$ cat src/gp_timer_pkg.sv
// constants, types and register layout of the capture/compare timer
// assumes a single system clock and a plain one-cycle register port
// Overview of operation
// sixteen-bit counter counts up, down or center-aligned
// count direction select field in control register 1 picks the mode
// prescaler input clock is the internal timer clock
// sixteen-bit prescaler divides by 1 to 65536, output advances counter
// prescale value is buffered, applied at the next update event
// up: from 0, plus one, at reload value back to 0 with overflow
// down: from reload value, minus one, at 0 reload with underflow
// center: 0 up to reload and back; overflow at reload-1, underflow at 1
// overflow or underflow makes update event loading buffered values
// update disable bit suppresses update events and buffer transfers
// interrupt or DMA requests for update, capture and compare events
// capture input: edge detector, filter, then event prescaler; the code filters first and detects the edge on the filtered input
// capture copies counter to channel register, sets flag, irq if enabled
// compare mode field selects one of eight output behaviours
// on compare match output goes high, low or toggles per mode, polarity
// channel flag gives irq if enabled, DMA if compare DMA select is 1
// PWM period from reload value, pulse width from compare value
// PWM 1: reference active while counter below compare value
// PWM 2: reference inactive while counter below compare value
// codes 100 and 101 force reference; compare events still produced
// counter advances every prescale value plus one input clocks
package gp_timer_pkg;
    localparam int DW = 16;
    localparam int AW = 8;
    // register offsets
    localparam logic [7:0] OFF_CTRL1 = 8'h00;
    localparam logic [7:0] OFF_CTRL2 = 8'h04;
    localparam logic [7:0] OFF_IRQ_DMA_EN = 8'h0c;
    localparam logic [7:0] OFF_STATUS = 8'h10;
    localparam logic [7:0] OFF_EVENT_GEN = 8'h14;
    localparam logic [7:0] OFF_CHAN_MODE = 8'h18;
    localparam logic [7:0] OFF_CHAN_EN = 8'h20;
    localparam logic [7:0] OFF_COUNTER = 8'h24;
    localparam logic [7:0] OFF_PRESCALE = 8'h28;
    localparam logic [7:0] OFF_RELOAD = 8'h2c;
    localparam logic [7:0] OFF_COMPARE = 8'h34;
    // field positions
    localparam int B_CNT_EN = 0;
    localparam int B_UPD_DIS = 1;
    localparam int B_DIR_LO = 5;
    localparam int B_CC_DMA_SEL = 3;
    localparam int B_UPD_IRQ_EN = 0;
    localparam int B_CH_IRQ_EN = 1;
    localparam int B_UPD_DMA_EN = 8;
    localparam int B_CH_DMA_EN = 9;
    localparam int B_UPD_FLAG = 0;
    localparam int B_CH_FLAG = 1;
    localparam int B_GEN_UPD = 0;
    localparam int B_GEN_CH = 1;
    localparam int B_CH_ENABLE = 0;
    localparam int B_CH_POL = 1;
    // reset values
    localparam logic [15:0] RST_ZERO = 16'h0000;
    localparam logic [15:0] RST_RELOAD = 16'hffff;
    // count direction select codes
    localparam logic [1:0] DIR_SEL_UP = 2'h0;
    localparam logic [1:0] DIR_SEL_DOWN = 2'h1;
    // output compare mode codes
    localparam logic [2:0] OC_FREEZE = 3'h0;
    localparam logic [2:0] OC_SET_MATCH = 3'h1;
    localparam logic [2:0] OC_CLR_MATCH = 3'h2;
    localparam logic [2:0] OC_TOGGLE = 3'h3;
    localparam logic [2:0] OC_FORCE_LOW = 3'h4;
    localparam logic [2:0] OC_FORCE_HIGH = 3'h5;
    localparam logic [2:0] OC_PWM1 = 3'h6;
    localparam logic [2:0] OC_PWM2 = 3'h7;

    typedef enum logic [1:0] {
        PHASE_UP = 2'b01,
        PHASE_DOWN = 2'b10
    } phase_e;

    typedef struct packed {
        logic [AW-1:0] addr;
        logic [DW-1:0] wdata;
        logic wr;
        logic rd;
    } bus_req_s;

    // channel mode register layout
    typedef struct packed {
        logic [3:0] unused;
        logic [3:0] filter_len;
        logic unused7;
        logic [2:0] output_compare_mode;
        logic [1:0] capture_prescale;
        logic unused1;
        logic capture_select;
    } chan_mode_s;
endpackage

$ cat src/gp_timer.sv
// general-purpose 16-bit timer with one capture/compare channel
// assumes register port on clk_sys; capture_in is asynchronous
//
// The implementer's own choices: the strobed register port and the placing of the registers.
`timescale 1ns/100ps
module gp_timer
    import gp_timer_pkg::*;
#(
    parameter int FILTER_W = 4
) (
    input wire logic clk_sys,
    input wire logic nrst,
    input wire bus_req_s bus_req,
    output logic [DW-1:0] rd_data,
    input wire logic capture_in,
    output logic compare_out,
    output logic update_event,
    output logic irq,
    output logic dma_req
);
    logic rst_sync_q;
    logic rst_n;
    // registers
    logic cnt_en_q;
    logic update_disable_q;
    logic [1:0] count_direction_select_q;
    logic compare_dma_select_q;
    logic [3:0] irq_dma_en_q;
    logic upd_flag_q;
    logic channel_event_flag_q;
    chan_mode_s chan_mode_q;
    logic chan_enable_q;
    logic channel_output_polarity_q;
    logic [DW-1:0] counter_value_q;
    logic [DW-1:0] counter_value_d;
    logic [DW-1:0] prescale_value_q;
    logic [DW-1:0] prescale_active_q;
    logic [DW-1:0] auto_reload_value_q;
    logic [DW-1:0] reload_active_q;
    logic [DW-1:0] channel_compare_value_q;
    logic [DW-1:0] psc_cnt_q;
    phase_e phase_q;
    phase_e phase_d;
    logic [DW-1:0] rd_data_q;
    // capture path
    logic cap_s1_q;
    logic cap_s2_q;
    logic cap_filt_q;
    logic [FILTER_W-1:0] filt_cnt_q;
    logic [2:0] cap_div_q;
    // compare path
    logic match_q;
    logic compare_reference_output_q;
    logic compare_out_q;

    logic wr_ctrl1, wr_ctrl2, wr_en, wr_sts, wr_gen, wr_mode, wr_chen;
    logic wr_cnt, wr_psc, wr_arr, wr_cc;
    logic tick, ovf, unf, soft_upd, upd, soft_ch;
    logic cap_edge, cap_evt, cap_take, match, cmp_evt, ch_evt;
    logic is_output;

    function automatic logic hit(input bus_req_s r, input logic [7:0] off);
        hit = r.wr && (r.addr == off);
    endfunction

    assign wr_ctrl1 = hit(bus_req, OFF_CTRL1);
    assign wr_ctrl2 = hit(bus_req, OFF_CTRL2);
    assign wr_en = hit(bus_req, OFF_IRQ_DMA_EN);
    assign wr_sts = hit(bus_req, OFF_STATUS);
    assign wr_gen = hit(bus_req, OFF_EVENT_GEN);
    assign wr_mode = hit(bus_req, OFF_CHAN_MODE);
    assign wr_chen = hit(bus_req, OFF_CHAN_EN);
    assign wr_cnt = hit(bus_req, OFF_COUNTER);
    assign wr_psc = hit(bus_req, OFF_PRESCALE);
    assign wr_arr = hit(bus_req, OFF_RELOAD);
    assign wr_cc = hit(bus_req, OFF_COMPARE);

    // reset release
    always_ff @(posedge clk_sys or negedge nrst) begin
        if (!nrst) begin
            rst_sync_q <= 1'b0;
            rst_n <= 1'b0;
        end else begin
            rst_sync_q <= 1'b1;
            rst_n <= rst_sync_q;
        end
    end

    // control registers
    always_ff @(posedge clk_sys or negedge rst_n) begin
        if (!rst_n) begin
            cnt_en_q <= 1'b0;
            update_disable_q <= 1'b0;
            count_direction_select_q <= DIR_SEL_UP;
            compare_dma_select_q <= 1'b0;
            irq_dma_en_q <= 4'h0;
            chan_mode_q <= chan_mode_s'(RST_ZERO);
            chan_enable_q <= 1'b0;
            channel_output_polarity_q <= 1'b0;
            prescale_value_q <= RST_ZERO;
            auto_reload_value_q <= RST_RELOAD;
            channel_compare_value_q <= RST_ZERO;
        end else begin
            if (wr_ctrl1) begin
                cnt_en_q <= bus_req.wdata[B_CNT_EN];
                update_disable_q <= bus_req.wdata[B_UPD_DIS];
                count_direction_select_q <=
                    bus_req.wdata[B_DIR_LO+1:B_DIR_LO];
            end
            if (wr_ctrl2) begin
                compare_dma_select_q <= bus_req.wdata[B_CC_DMA_SEL];
            end
            if (wr_en) begin
                irq_dma_en_q <= {bus_req.wdata[B_CH_DMA_EN],
                    bus_req.wdata[B_UPD_DMA_EN],
                    bus_req.wdata[B_CH_IRQ_EN],
                    bus_req.wdata[B_UPD_IRQ_EN]};
            end
            if (wr_mode) begin
                chan_mode_q <= chan_mode_s'(bus_req.wdata);
            end
            if (wr_chen) begin
                chan_enable_q <= bus_req.wdata[B_CH_ENABLE];
                channel_output_polarity_q <= bus_req.wdata[B_CH_POL];
            end
            if (wr_psc) begin
                prescale_value_q <= bus_req.wdata;
            end
            if (wr_arr) begin
                auto_reload_value_q <= bus_req.wdata;
            end
            if (cap_take) begin
                channel_compare_value_q <= counter_value_q;
            end else if (wr_cc) begin
                channel_compare_value_q <= bus_req.wdata;
            end
        end
    end

    assign is_output = !chan_mode_q.capture_select;
    assign soft_upd = wr_gen && bus_req.wdata[B_GEN_UPD];
    assign soft_ch = wr_gen && bus_req.wdata[B_GEN_CH];

    // prescaler on the internal timer clock
    assign tick = cnt_en_q && (psc_cnt_q == prescale_active_q);

    always_ff @(posedge clk_sys or negedge rst_n) begin
        if (!rst_n) begin
            psc_cnt_q <= RST_ZERO;
        end else if (upd && soft_upd) begin
            psc_cnt_q <= RST_ZERO;
        end else if (cnt_en_q) begin
            psc_cnt_q <= tick ? RST_ZERO : psc_cnt_q + 16'h0001;
        end
    end

    // counter next value and overflow/underflow
    always_comb begin
        counter_value_d = counter_value_q;
        phase_d = phase_q;
        ovf = 1'b0;
        unf = 1'b0;
        if (count_direction_select_q == DIR_SEL_UP) begin
            phase_d = PHASE_UP;
            if (counter_value_q >= reload_active_q) begin
                counter_value_d = RST_ZERO;
                ovf = 1'b1;
            end else begin
                counter_value_d = counter_value_q + 16'h0001;
            end
        end else if (count_direction_select_q == DIR_SEL_DOWN) begin
            phase_d = PHASE_DOWN;
            if (counter_value_q == RST_ZERO) begin
                counter_value_d = reload_active_q;
                unf = 1'b1;
            end else begin
                counter_value_d = counter_value_q - 16'h0001;
            end
        end else begin
            case (phase_q)
                PHASE_UP: begin
                    ovf = (counter_value_q == reload_active_q - 16'h0001);
                    if (counter_value_q >= reload_active_q) begin
                        counter_value_d = counter_value_q - 16'h0001;
                        phase_d = PHASE_DOWN;
                    end else begin
                        counter_value_d = counter_value_q + 16'h0001;
                    end
                end
                PHASE_DOWN: begin
                    unf = (counter_value_q == 16'h0001);
                    if (counter_value_q == RST_ZERO) begin
                        counter_value_d = counter_value_q + 16'h0001;
                        phase_d = PHASE_UP;
                    end else begin
                        counter_value_d = counter_value_q - 16'h0001;
                        if (counter_value_q == 16'h0001) begin
                            phase_d = PHASE_UP;
                        end
                    end
                end
                default: begin
                    phase_d = PHASE_UP;
                end
            endcase
            if (reload_active_q == RST_ZERO) begin
                counter_value_d = RST_ZERO;
                ovf = 1'b0;
                unf = 1'b0;
            end
        end
    end

    // update event from wrap or software
    assign upd = !update_disable_q && ((tick && (ovf || unf)) || soft_upd);
    assign update_event = upd;

    always_ff @(posedge clk_sys or negedge rst_n) begin
        if (!rst_n) begin
            counter_value_q <= RST_ZERO;
            phase_q <= PHASE_UP;
        end else if (upd && soft_upd) begin
            phase_q <= PHASE_UP;
            counter_value_q <= (count_direction_select_q == DIR_SEL_DOWN)
                ? auto_reload_value_q : RST_ZERO;
        end else if (wr_cnt) begin
            counter_value_q <= bus_req.wdata;
        end else if (tick) begin
            counter_value_q <= counter_value_d;
            phase_q <= phase_d;
        end
    end

    // active copies loaded only at update
    always_ff @(posedge clk_sys or negedge rst_n) begin
        if (!rst_n) begin
            prescale_active_q <= RST_ZERO;
            reload_active_q <= RST_RELOAD;
        end else if (upd) begin
            prescale_active_q <= prescale_value_q;
            reload_active_q <= auto_reload_value_q;
        end
    end

    // capture input: sync, filter, edge, event divider
    always_ff @(posedge clk_sys or negedge rst_n) begin
        if (!rst_n) begin
            cap_s1_q <= 1'b0;
            cap_s2_q <= 1'b0;
        end else begin
            cap_s1_q <= capture_in;
            cap_s2_q <= cap_s1_q;
        end
    end

    always_ff @(posedge clk_sys or negedge rst_n) begin
        if (!rst_n) begin
            cap_filt_q <= 1'b0;
            filt_cnt_q <= '0;
        end else if (cap_s2_q == cap_filt_q) begin
            filt_cnt_q <= '0;
        end else if (filt_cnt_q >= FILTER_W'(chan_mode_q.filter_len)) begin
            cap_filt_q <= cap_s2_q;
            filt_cnt_q <= '0;
        end else begin
            filt_cnt_q <= filt_cnt_q + FILTER_W'(1);
        end
    end

    // polarity bit picks the falling edge in capture mode
    assign cap_edge = (cap_s2_q != cap_filt_q)
        && (filt_cnt_q >= FILTER_W'(chan_mode_q.filter_len))
        && (cap_s2_q ^ channel_output_polarity_q);
    assign cap_evt = cap_edge && chan_enable_q && !is_output;
    // divider takes 1, 2, 4 or 8 qualified edges per capture
    assign cap_take = cap_evt && (((cap_div_q + 3'h1) & ((3'h1 <<
        chan_mode_q.capture_prescale) - 3'h1)) == 3'h0);

    always_ff @(posedge clk_sys or negedge rst_n) begin
        if (!rst_n) begin
            cap_div_q <= 3'h0;
        end else if (is_output || !chan_enable_q || wr_mode) begin
            cap_div_q <= 3'h0;
        end else if (cap_evt) begin
            cap_div_q <= cap_div_q + 3'h1;
        end
    end

    // output compare
    assign match = is_output && (counter_value_q == channel_compare_value_q);
    assign cmp_evt = match && !match_q;

    always_ff @(posedge clk_sys or negedge rst_n) begin
        if (!rst_n) begin
            match_q <= 1'b0;
        end else begin
            match_q <= match;
        end
    end

    always_ff @(posedge clk_sys or negedge rst_n) begin
        if (!rst_n) begin
            compare_reference_output_q <= 1'b0;
        end else begin
            case (chan_mode_q.output_compare_mode)
                OC_SET_MATCH: if (cmp_evt) begin
                    compare_reference_output_q <= 1'b1;
                end
                OC_CLR_MATCH: if (cmp_evt) begin
                    compare_reference_output_q <= 1'b0;
                end
                OC_TOGGLE: if (cmp_evt) begin
                    compare_reference_output_q <= !compare_reference_output_q;
                end
                OC_FORCE_LOW: compare_reference_output_q <= 1'b0;
                OC_FORCE_HIGH: compare_reference_output_q <= 1'b1;
                OC_PWM1: compare_reference_output_q <=
                    (counter_value_d < channel_compare_value_q)
                    && tick || (counter_value_q < channel_compare_value_q)
                    && !tick;
                OC_PWM2: compare_reference_output_q <=
                    !((counter_value_d < channel_compare_value_q)
                    && tick || (counter_value_q < channel_compare_value_q)
                    && !tick);
                default: begin
                end
            endcase
        end
    end

    always_ff @(posedge clk_sys or negedge rst_n) begin
        if (!rst_n) begin
            compare_out_q <= 1'b0;
        end else begin
            compare_out_q <= chan_enable_q && is_output &&
                (compare_reference_output_q ^ channel_output_polarity_q);
        end
    end
    assign compare_out = compare_out_q;

    // status flags; hardware set wins over a write of zero
    assign ch_evt = cap_take || (chan_enable_q && cmp_evt) || soft_ch;

    always_ff @(posedge clk_sys or negedge rst_n) begin
        if (!rst_n) begin
            upd_flag_q <= 1'b0;
            channel_event_flag_q <= 1'b0;
        end else begin
            if (upd) begin
                upd_flag_q <= 1'b1;
            end else if (wr_sts && !bus_req.wdata[B_UPD_FLAG]) begin
                upd_flag_q <= 1'b0;
            end
            if (ch_evt) begin
                channel_event_flag_q <= 1'b1;
            end else if (wr_sts && !bus_req.wdata[B_CH_FLAG]) begin
                channel_event_flag_q <= 1'b0;
            end
        end
    end

    // requests
    assign irq = (upd_flag_q && irq_dma_en_q[0])
        || (channel_event_flag_q && irq_dma_en_q[1]);
    assign dma_req = (upd_flag_q && irq_dma_en_q[2])
        || (channel_event_flag_q && irq_dma_en_q[3] && compare_dma_select_q);

    // read port, data one cycle after strobe
    always_ff @(posedge clk_sys or negedge rst_n) begin
        if (!rst_n) begin
            rd_data_q <= RST_ZERO;
        end else if (bus_req.rd) begin
            case (bus_req.addr)
                OFF_CTRL1: rd_data_q <= DW'({count_direction_select_q,
                    3'h0, update_disable_q, cnt_en_q});
                OFF_CTRL2: rd_data_q <= DW'({compare_dma_select_q, 3'h0});
                OFF_IRQ_DMA_EN: rd_data_q <= DW'({irq_dma_en_q[3:2], 6'h00,
                    irq_dma_en_q[1:0]});
                OFF_STATUS: rd_data_q <= DW'({channel_event_flag_q,
                    upd_flag_q});
                OFF_CHAN_MODE: rd_data_q <= DW'(chan_mode_q);
                OFF_CHAN_EN: rd_data_q <= DW'({channel_output_polarity_q,
                    chan_enable_q});
                OFF_COUNTER: rd_data_q <= counter_value_q;
                OFF_PRESCALE: rd_data_q <= prescale_value_q;
                OFF_RELOAD: rd_data_q <= auto_reload_value_q;
                OFF_COMPARE: rd_data_q <= channel_compare_value_q;
                default: rd_data_q <= RST_ZERO;
            endcase
        end else begin
            rd_data_q <= RST_ZERO;
        end
    end
    assign rd_data = rd_data_q;
endmodule

$ cat config.mk
export PLATFORM = sky130hd
export DESIGN_NAME = gp_timer
export DESIGN_NICKNAME = d
export VERILOG_FILES = /design/src/gp_timer_pkg.sv /design/src/gp_timer.sv
export SDC_FILE = /design/constraint.sdc
export NUM_CORES = 1
export LEC_CHECK = 0
export BUFFER_PORTS_ARGS = -buffer_cell sky130_fd_sc_hd__buf_2
export CELL_PAD_IN_SITES_DETAIL_PLACEMENT = 1
export CELL_PAD_IN_SITES_GLOBAL_PLACEMENT = 1
export CORE_AREA = 2 2 141 197
export CTS_CLUSTER_SIZE = 20
export DETAILED_ROUTE_END_ITERATION = 10
export DIE_AREA = 0 0 143 199
export PLACE_DENSITY = 0.79
export SLEW_MARGIN = 10
export SYNTH_ARGS = -nofsm -noshare
export SYNTH_HDL_FRONTEND = slang
export SYNTH_SLANG_ARGS = --single-unit
$ cat constraint.sdc
create_clock -name clk_sys -period 4.89 [get_ports clk_sys]
set_input_delay 0.489 -clock clk_sys [delete_from_list [all_inputs] [get_ports clk_sys]]
set_output_delay 0.489 -clock clk_sys [all_outputs]
set_load 0.03 [all_outputs]
==> flow_metrics.py <==
metrics = {
    "timing": {
        "setup_viol_count_final": 0,
        "clock.fmax_mhz": 215,
        "report.final.slew_viol_count": 0,
        "fin_tns_setup_ps": 0,
        "timing_worst_slew_pin_value_ps": 1200,
        "worst_clock_skew_ps": 12.3,
        "period_needed_ps": 4660,
        "layout_worst_path_cycle_share_pct": 95.2,
        "finalHoldViolations": 0,
        "slew_margin_rel_pct": 19.9,
    },
    "die": {
        "fp.dieW_um": 143,
        "die-area_um2": 28500,
        "core_region_area_um2": 26700,
        "rows": 71,
        "start_util_pct": 44.3,
        "number_of_primary_i_o_pins": 49,
        "floorplan.die.height_um": 199,
    },
    "clock_network": {
        "cts_max_level": 4,
        "clk_pin_slew_ps": 70,
        "cts_root_buffer": "clkbuf_16",
        "cts.path.max_buffers": 2,
        "tritoncts": "yes",
        "worstSkewPairLatency_ps": 460,
        "numCtsBuffers": 17,
        "numClockSinks": 174,
    },
    "placed_design": {
        "gpl.final_weighted_congestion": 1.00,
        "placement.io_buffers": 48,
        "hpwl_mm": 32.3,
    },
    "logic_synthesis": {
        "share_of_the_synthesized_area_in_compound_gates_ao_oa_aoi_oai_pct": 17.1,
        "postSynthRegisterBits": 174,
        "post_synthesis_simple_gate_area_fraction_pct": 16.3,
        "yosysWarnings": 0,
        "post_synth_inst_count": 1247,
        "synthesis.nets": 1337,
        "postSynth.asyncResetShare_pct": 100,
        "netlist-cell-type-count": 83,
        "post_synth_adder_cell_area_pct": 6.45,
        "synth_top_area_share_pct": 29.8,
        "synth.area.top_cells": "dfrtp_1 (30%), dfstp_2 (7.3%), ha_1 (6.4%)",
        "portion_of_the_post_synthesis_area_used_by_sequential_elements_pct": 37.1,
        "synth_top_family_by_area": "compound AO/OA/AOI/OAI gates",
        "synth-main-ff-cell": "dfrtp_1",
        "syn_avg_cell_area_um2": 9.50,
        "synthDominantAreaCellType": "dfrtp_1",
        "synth_edf_count": 0,
        "synth_mux_area_share_pct": 12.5,
        "syn-cell-area_um2": 11800,
        "yosys.area_share.xor_xnor_pct": 5.55,
    },
    "final_layout": {
        "final_layout_size_suffix_gt1_share_pct": 23.2,
        "seqCellArea_um2": 4400,
        "utilization_pct": 49.6,
        "fillCellCount": 3045,
        "multiInputGateArea_um2": 6910,
        "area.growth.synth_to_final_pct": 12.1,
        "finish.net_count": 1384,
        "diodes": 0,
    },
    "critical_path": {
        "cpMostUsedCell": "ha_1",
        "worst-r2r-setup-slack_ps": 230,
        "crit_chain": "inv_1, ha_1, and2_0, a221o_1, a21oi_2, o21ai_4, buf_12, or3_1, o221a_2, nor2_1, ha_1, nand4_1, or4_1, a211oi_2, o21ai_2, a311oi_1, a211oi_1",
        "critPathMaxFanout": 18,
        "max_stage_delay_ps": 610,
        "cp-end-kind": "register",
        "crit_slowest_cell": "dfstp_2",
        "critPathKind": "register to register",
        "critical_path.n_buffers_inverters": 2,
        "critical_path.top_delay_family": "compound AO/OA/AOI/OAI gates",
        "worst_endpoint_data_arrival_time_ps": 4990,
        "critical_path_data_required_time_ps": 5220,
        "critPathLaunchType": "register",
    },
    "drt": {
        "drc": 0,
        "num_vias": 10500,
        "drt.antenna.violating_nets": 0,
        "drt-wirelength-per-cell_um": 25.6,
        "drtPass1Iterations": 5,
        "finalWirelength_mm": 42.8,
        "routed_via_density": 6.26,
        "drt_iter0_markers": 764,
    },
    "global_route": {
        "grt_pass1_vias": 11100,
        "grt_max_degree": 121,
        "grt_pass1_wl_mm": 65.9,
        "grt.overflow.total": 0,
        "antenna_violations_before_repair": 0,
        "grt.total_usage_pct": 31.0,
    },
    "status": {
        "outcome": "completed",
    },
    "power_and_ir_drop": {
        "peakVddDrop_uv": 295,
        "comb_power_share_pct": 25.2,
        "p_int_w": 0.00262,
        "net_switching_w": 0.00130,
        "static-leakage-power_nw": 6.07,
        "clock_power_share_pct": 33.8,
        "share_seq_of_total_power_pct": 41.0,
        "power-per-cell-area_nw_per_um2": 296,
        "netSwitchingFraction_pct": 33.2,
    },
    "hold_path": {
        "timing.hold.worst.class": "input pin to register",
    },
    "run": {
        "max-cap-violations": 0,
    },
}
[cell families (layout without fill, tap and decap cells)]
kind of cell,after synthesis,count (layout)
adders and majority gates,61,61
DFF,174,174
muxes,125,125
buffers and inverters,135,194
AOI/OAI and AO/OA,300,300
xor gates and xnor gates,75,75
other,1,1
and+or+nand+nor,376,376
[sequential cells by signal (all words and copies together) (netlist names), 2 cells and up]
register,cells
auto_reload_value_q,16
chan_mode_q,16
channel_compare_value_q,16
counter_value_q,16
prescale_active_q,16
prescale_value_q,16
psc_cnt_q,16
rd_data,16
reload_active_q,16
filt_cnt_q,4
irq_dma_en_q,4
cap_div_q,3
count_direction_select_q,2
phase_q,2
[power groups by stage]
stage	sequential (W)	clock (W)	combinational, W
2_1_floorplan	0.00160	0	0.000616
3_5_place_dp	0.00163	0	0.000948
5_1_grt	0.00162	0.00139	0.00107
6_report	0.00161	0.00133	0.000988
4_1_cts	0.00161	0.00135	0.000961
3_3_place_gp	0.00163	0	0.000926
[cell usage after synthesis (11+ instances only)]
| cell type | number |
|---|---|
| nor2b_1 | 13 |
| ha_1 | 61 |
| nand2_1 | 95 |
| xor2_1 | 37 |
| a222oi_1 | 12 |
| inv_1 | 53 |
| nand4_1 | 23 |
| or3_1 | 13 |
| dfrtp_1 | 141 |
| o211ai_1 | 13 |
| a22oi_1 | 29 |
| nand3_1 | 26 |
| a31oi_1 | 13 |
| nor4_1 | 16 |
| mux2_2 | 67 |
| mux2_4 | 29 |
| a21oi_1 | 65 |
| buf_1 | 11 |
| dfstp_2 | 33 |
| and3_1 | 13 |
| clkbuf_1 | 60 |
| nor2_1 | 86 |
| nor3_1 | 31 |
| o21ai_0 | 69 |
| xnor2_1 | 38 |
| mux2i_1 | 29 |
[stage by stage]
step                area, um2  total power (W)  instances  setup WS, ps  hold WS [ps]
floorplan               11800          0.00222       1247           122           193
global placement        12700          0.00255       1638           252           274
detailed placement      12700          0.00258       1638         -33.0           281
CTS                     13200          0.00392       1670          22.6           122
global route            13300          0.00408       1671        -0.123           125
finish                  13300          0.00393       1671           234           136
[final cells by class]
| type | count | share of cell area [%] |
|---|---|---|
| Multi-Input combinational cell | 938 | 52.0 |
| Sequential cell | 174 | 33.1 |
| Timing Repair Buffer | 110 | 5.71 |
| Tap cell | 365 | 3.44 |
| Clock buffer | 19 | 3.34 |
| Inverter | 53 | 1.50 |
| Clock inverter | 12 | 0.839 |
[metal layers]
metal	part of all wire, %	global-route usage (%)	up-vias	routed length, um
li1	-	-	4662	-
met1	39	36.4	5285	16500
met2	50	53.2	383	21400
met3	4.9	4.33	137	2110
met4	6.5	19.3	0	2780
met5	0	0	-	0
[placed cells by master, fill, tap and decap left out, types with 9 or more instances in the layout]
cell type	n
nor2_1	86
a31oi_1	13
nor3_1	31
buf_4	57
nand2b_1	9
xnor2_1	38
a21oi_1	64
or3_1	13
mux2_2	67
xor2_1	37
inv_1	53
nand4_1	23
mux2i_1	28
a22o_1	9
o21ai_0	66
nor4_1	16
buf_2	48
dfrtp_1	140
nand2_1	95
a22oi_1	29
mux2_4	29
nand3_1	26
clkbuf_16	17
a222oi_1	12
ha_1	61
o211ai_1	13
dfstp_2	33
and3_1	13
nor2b_1	13
[timing repair]
item,in CTS,in global routing
endpoints found under the hold margin,2,0
setup buffers,0,1
gates resized for setup,1,9
hold buffers,1,0
pin swaps,0,2
setup endpoints to repair,1,1
[final timing paths]
| check | endpoint | from | depth (start not counted) |
|---|---|---|---|
| worst max-delay path | compare_reference_output_q | reload_active_q[10] | 17 |
| worst min-delay path | cap_s1_q | capture_in | 1 |
| worst max register to register | compare_reference_output_q | reload_active_q[10] | 17 |
| worst min register to register | rst_n | rst_sync_q | 0 |
| max in group asynchronous | psc_cnt_q[6] | rst_n | 1 |
| min in group asynchronous | rst_n | nrst | 2 |
No activity file was read; power rests on OpenSTA's default activity.
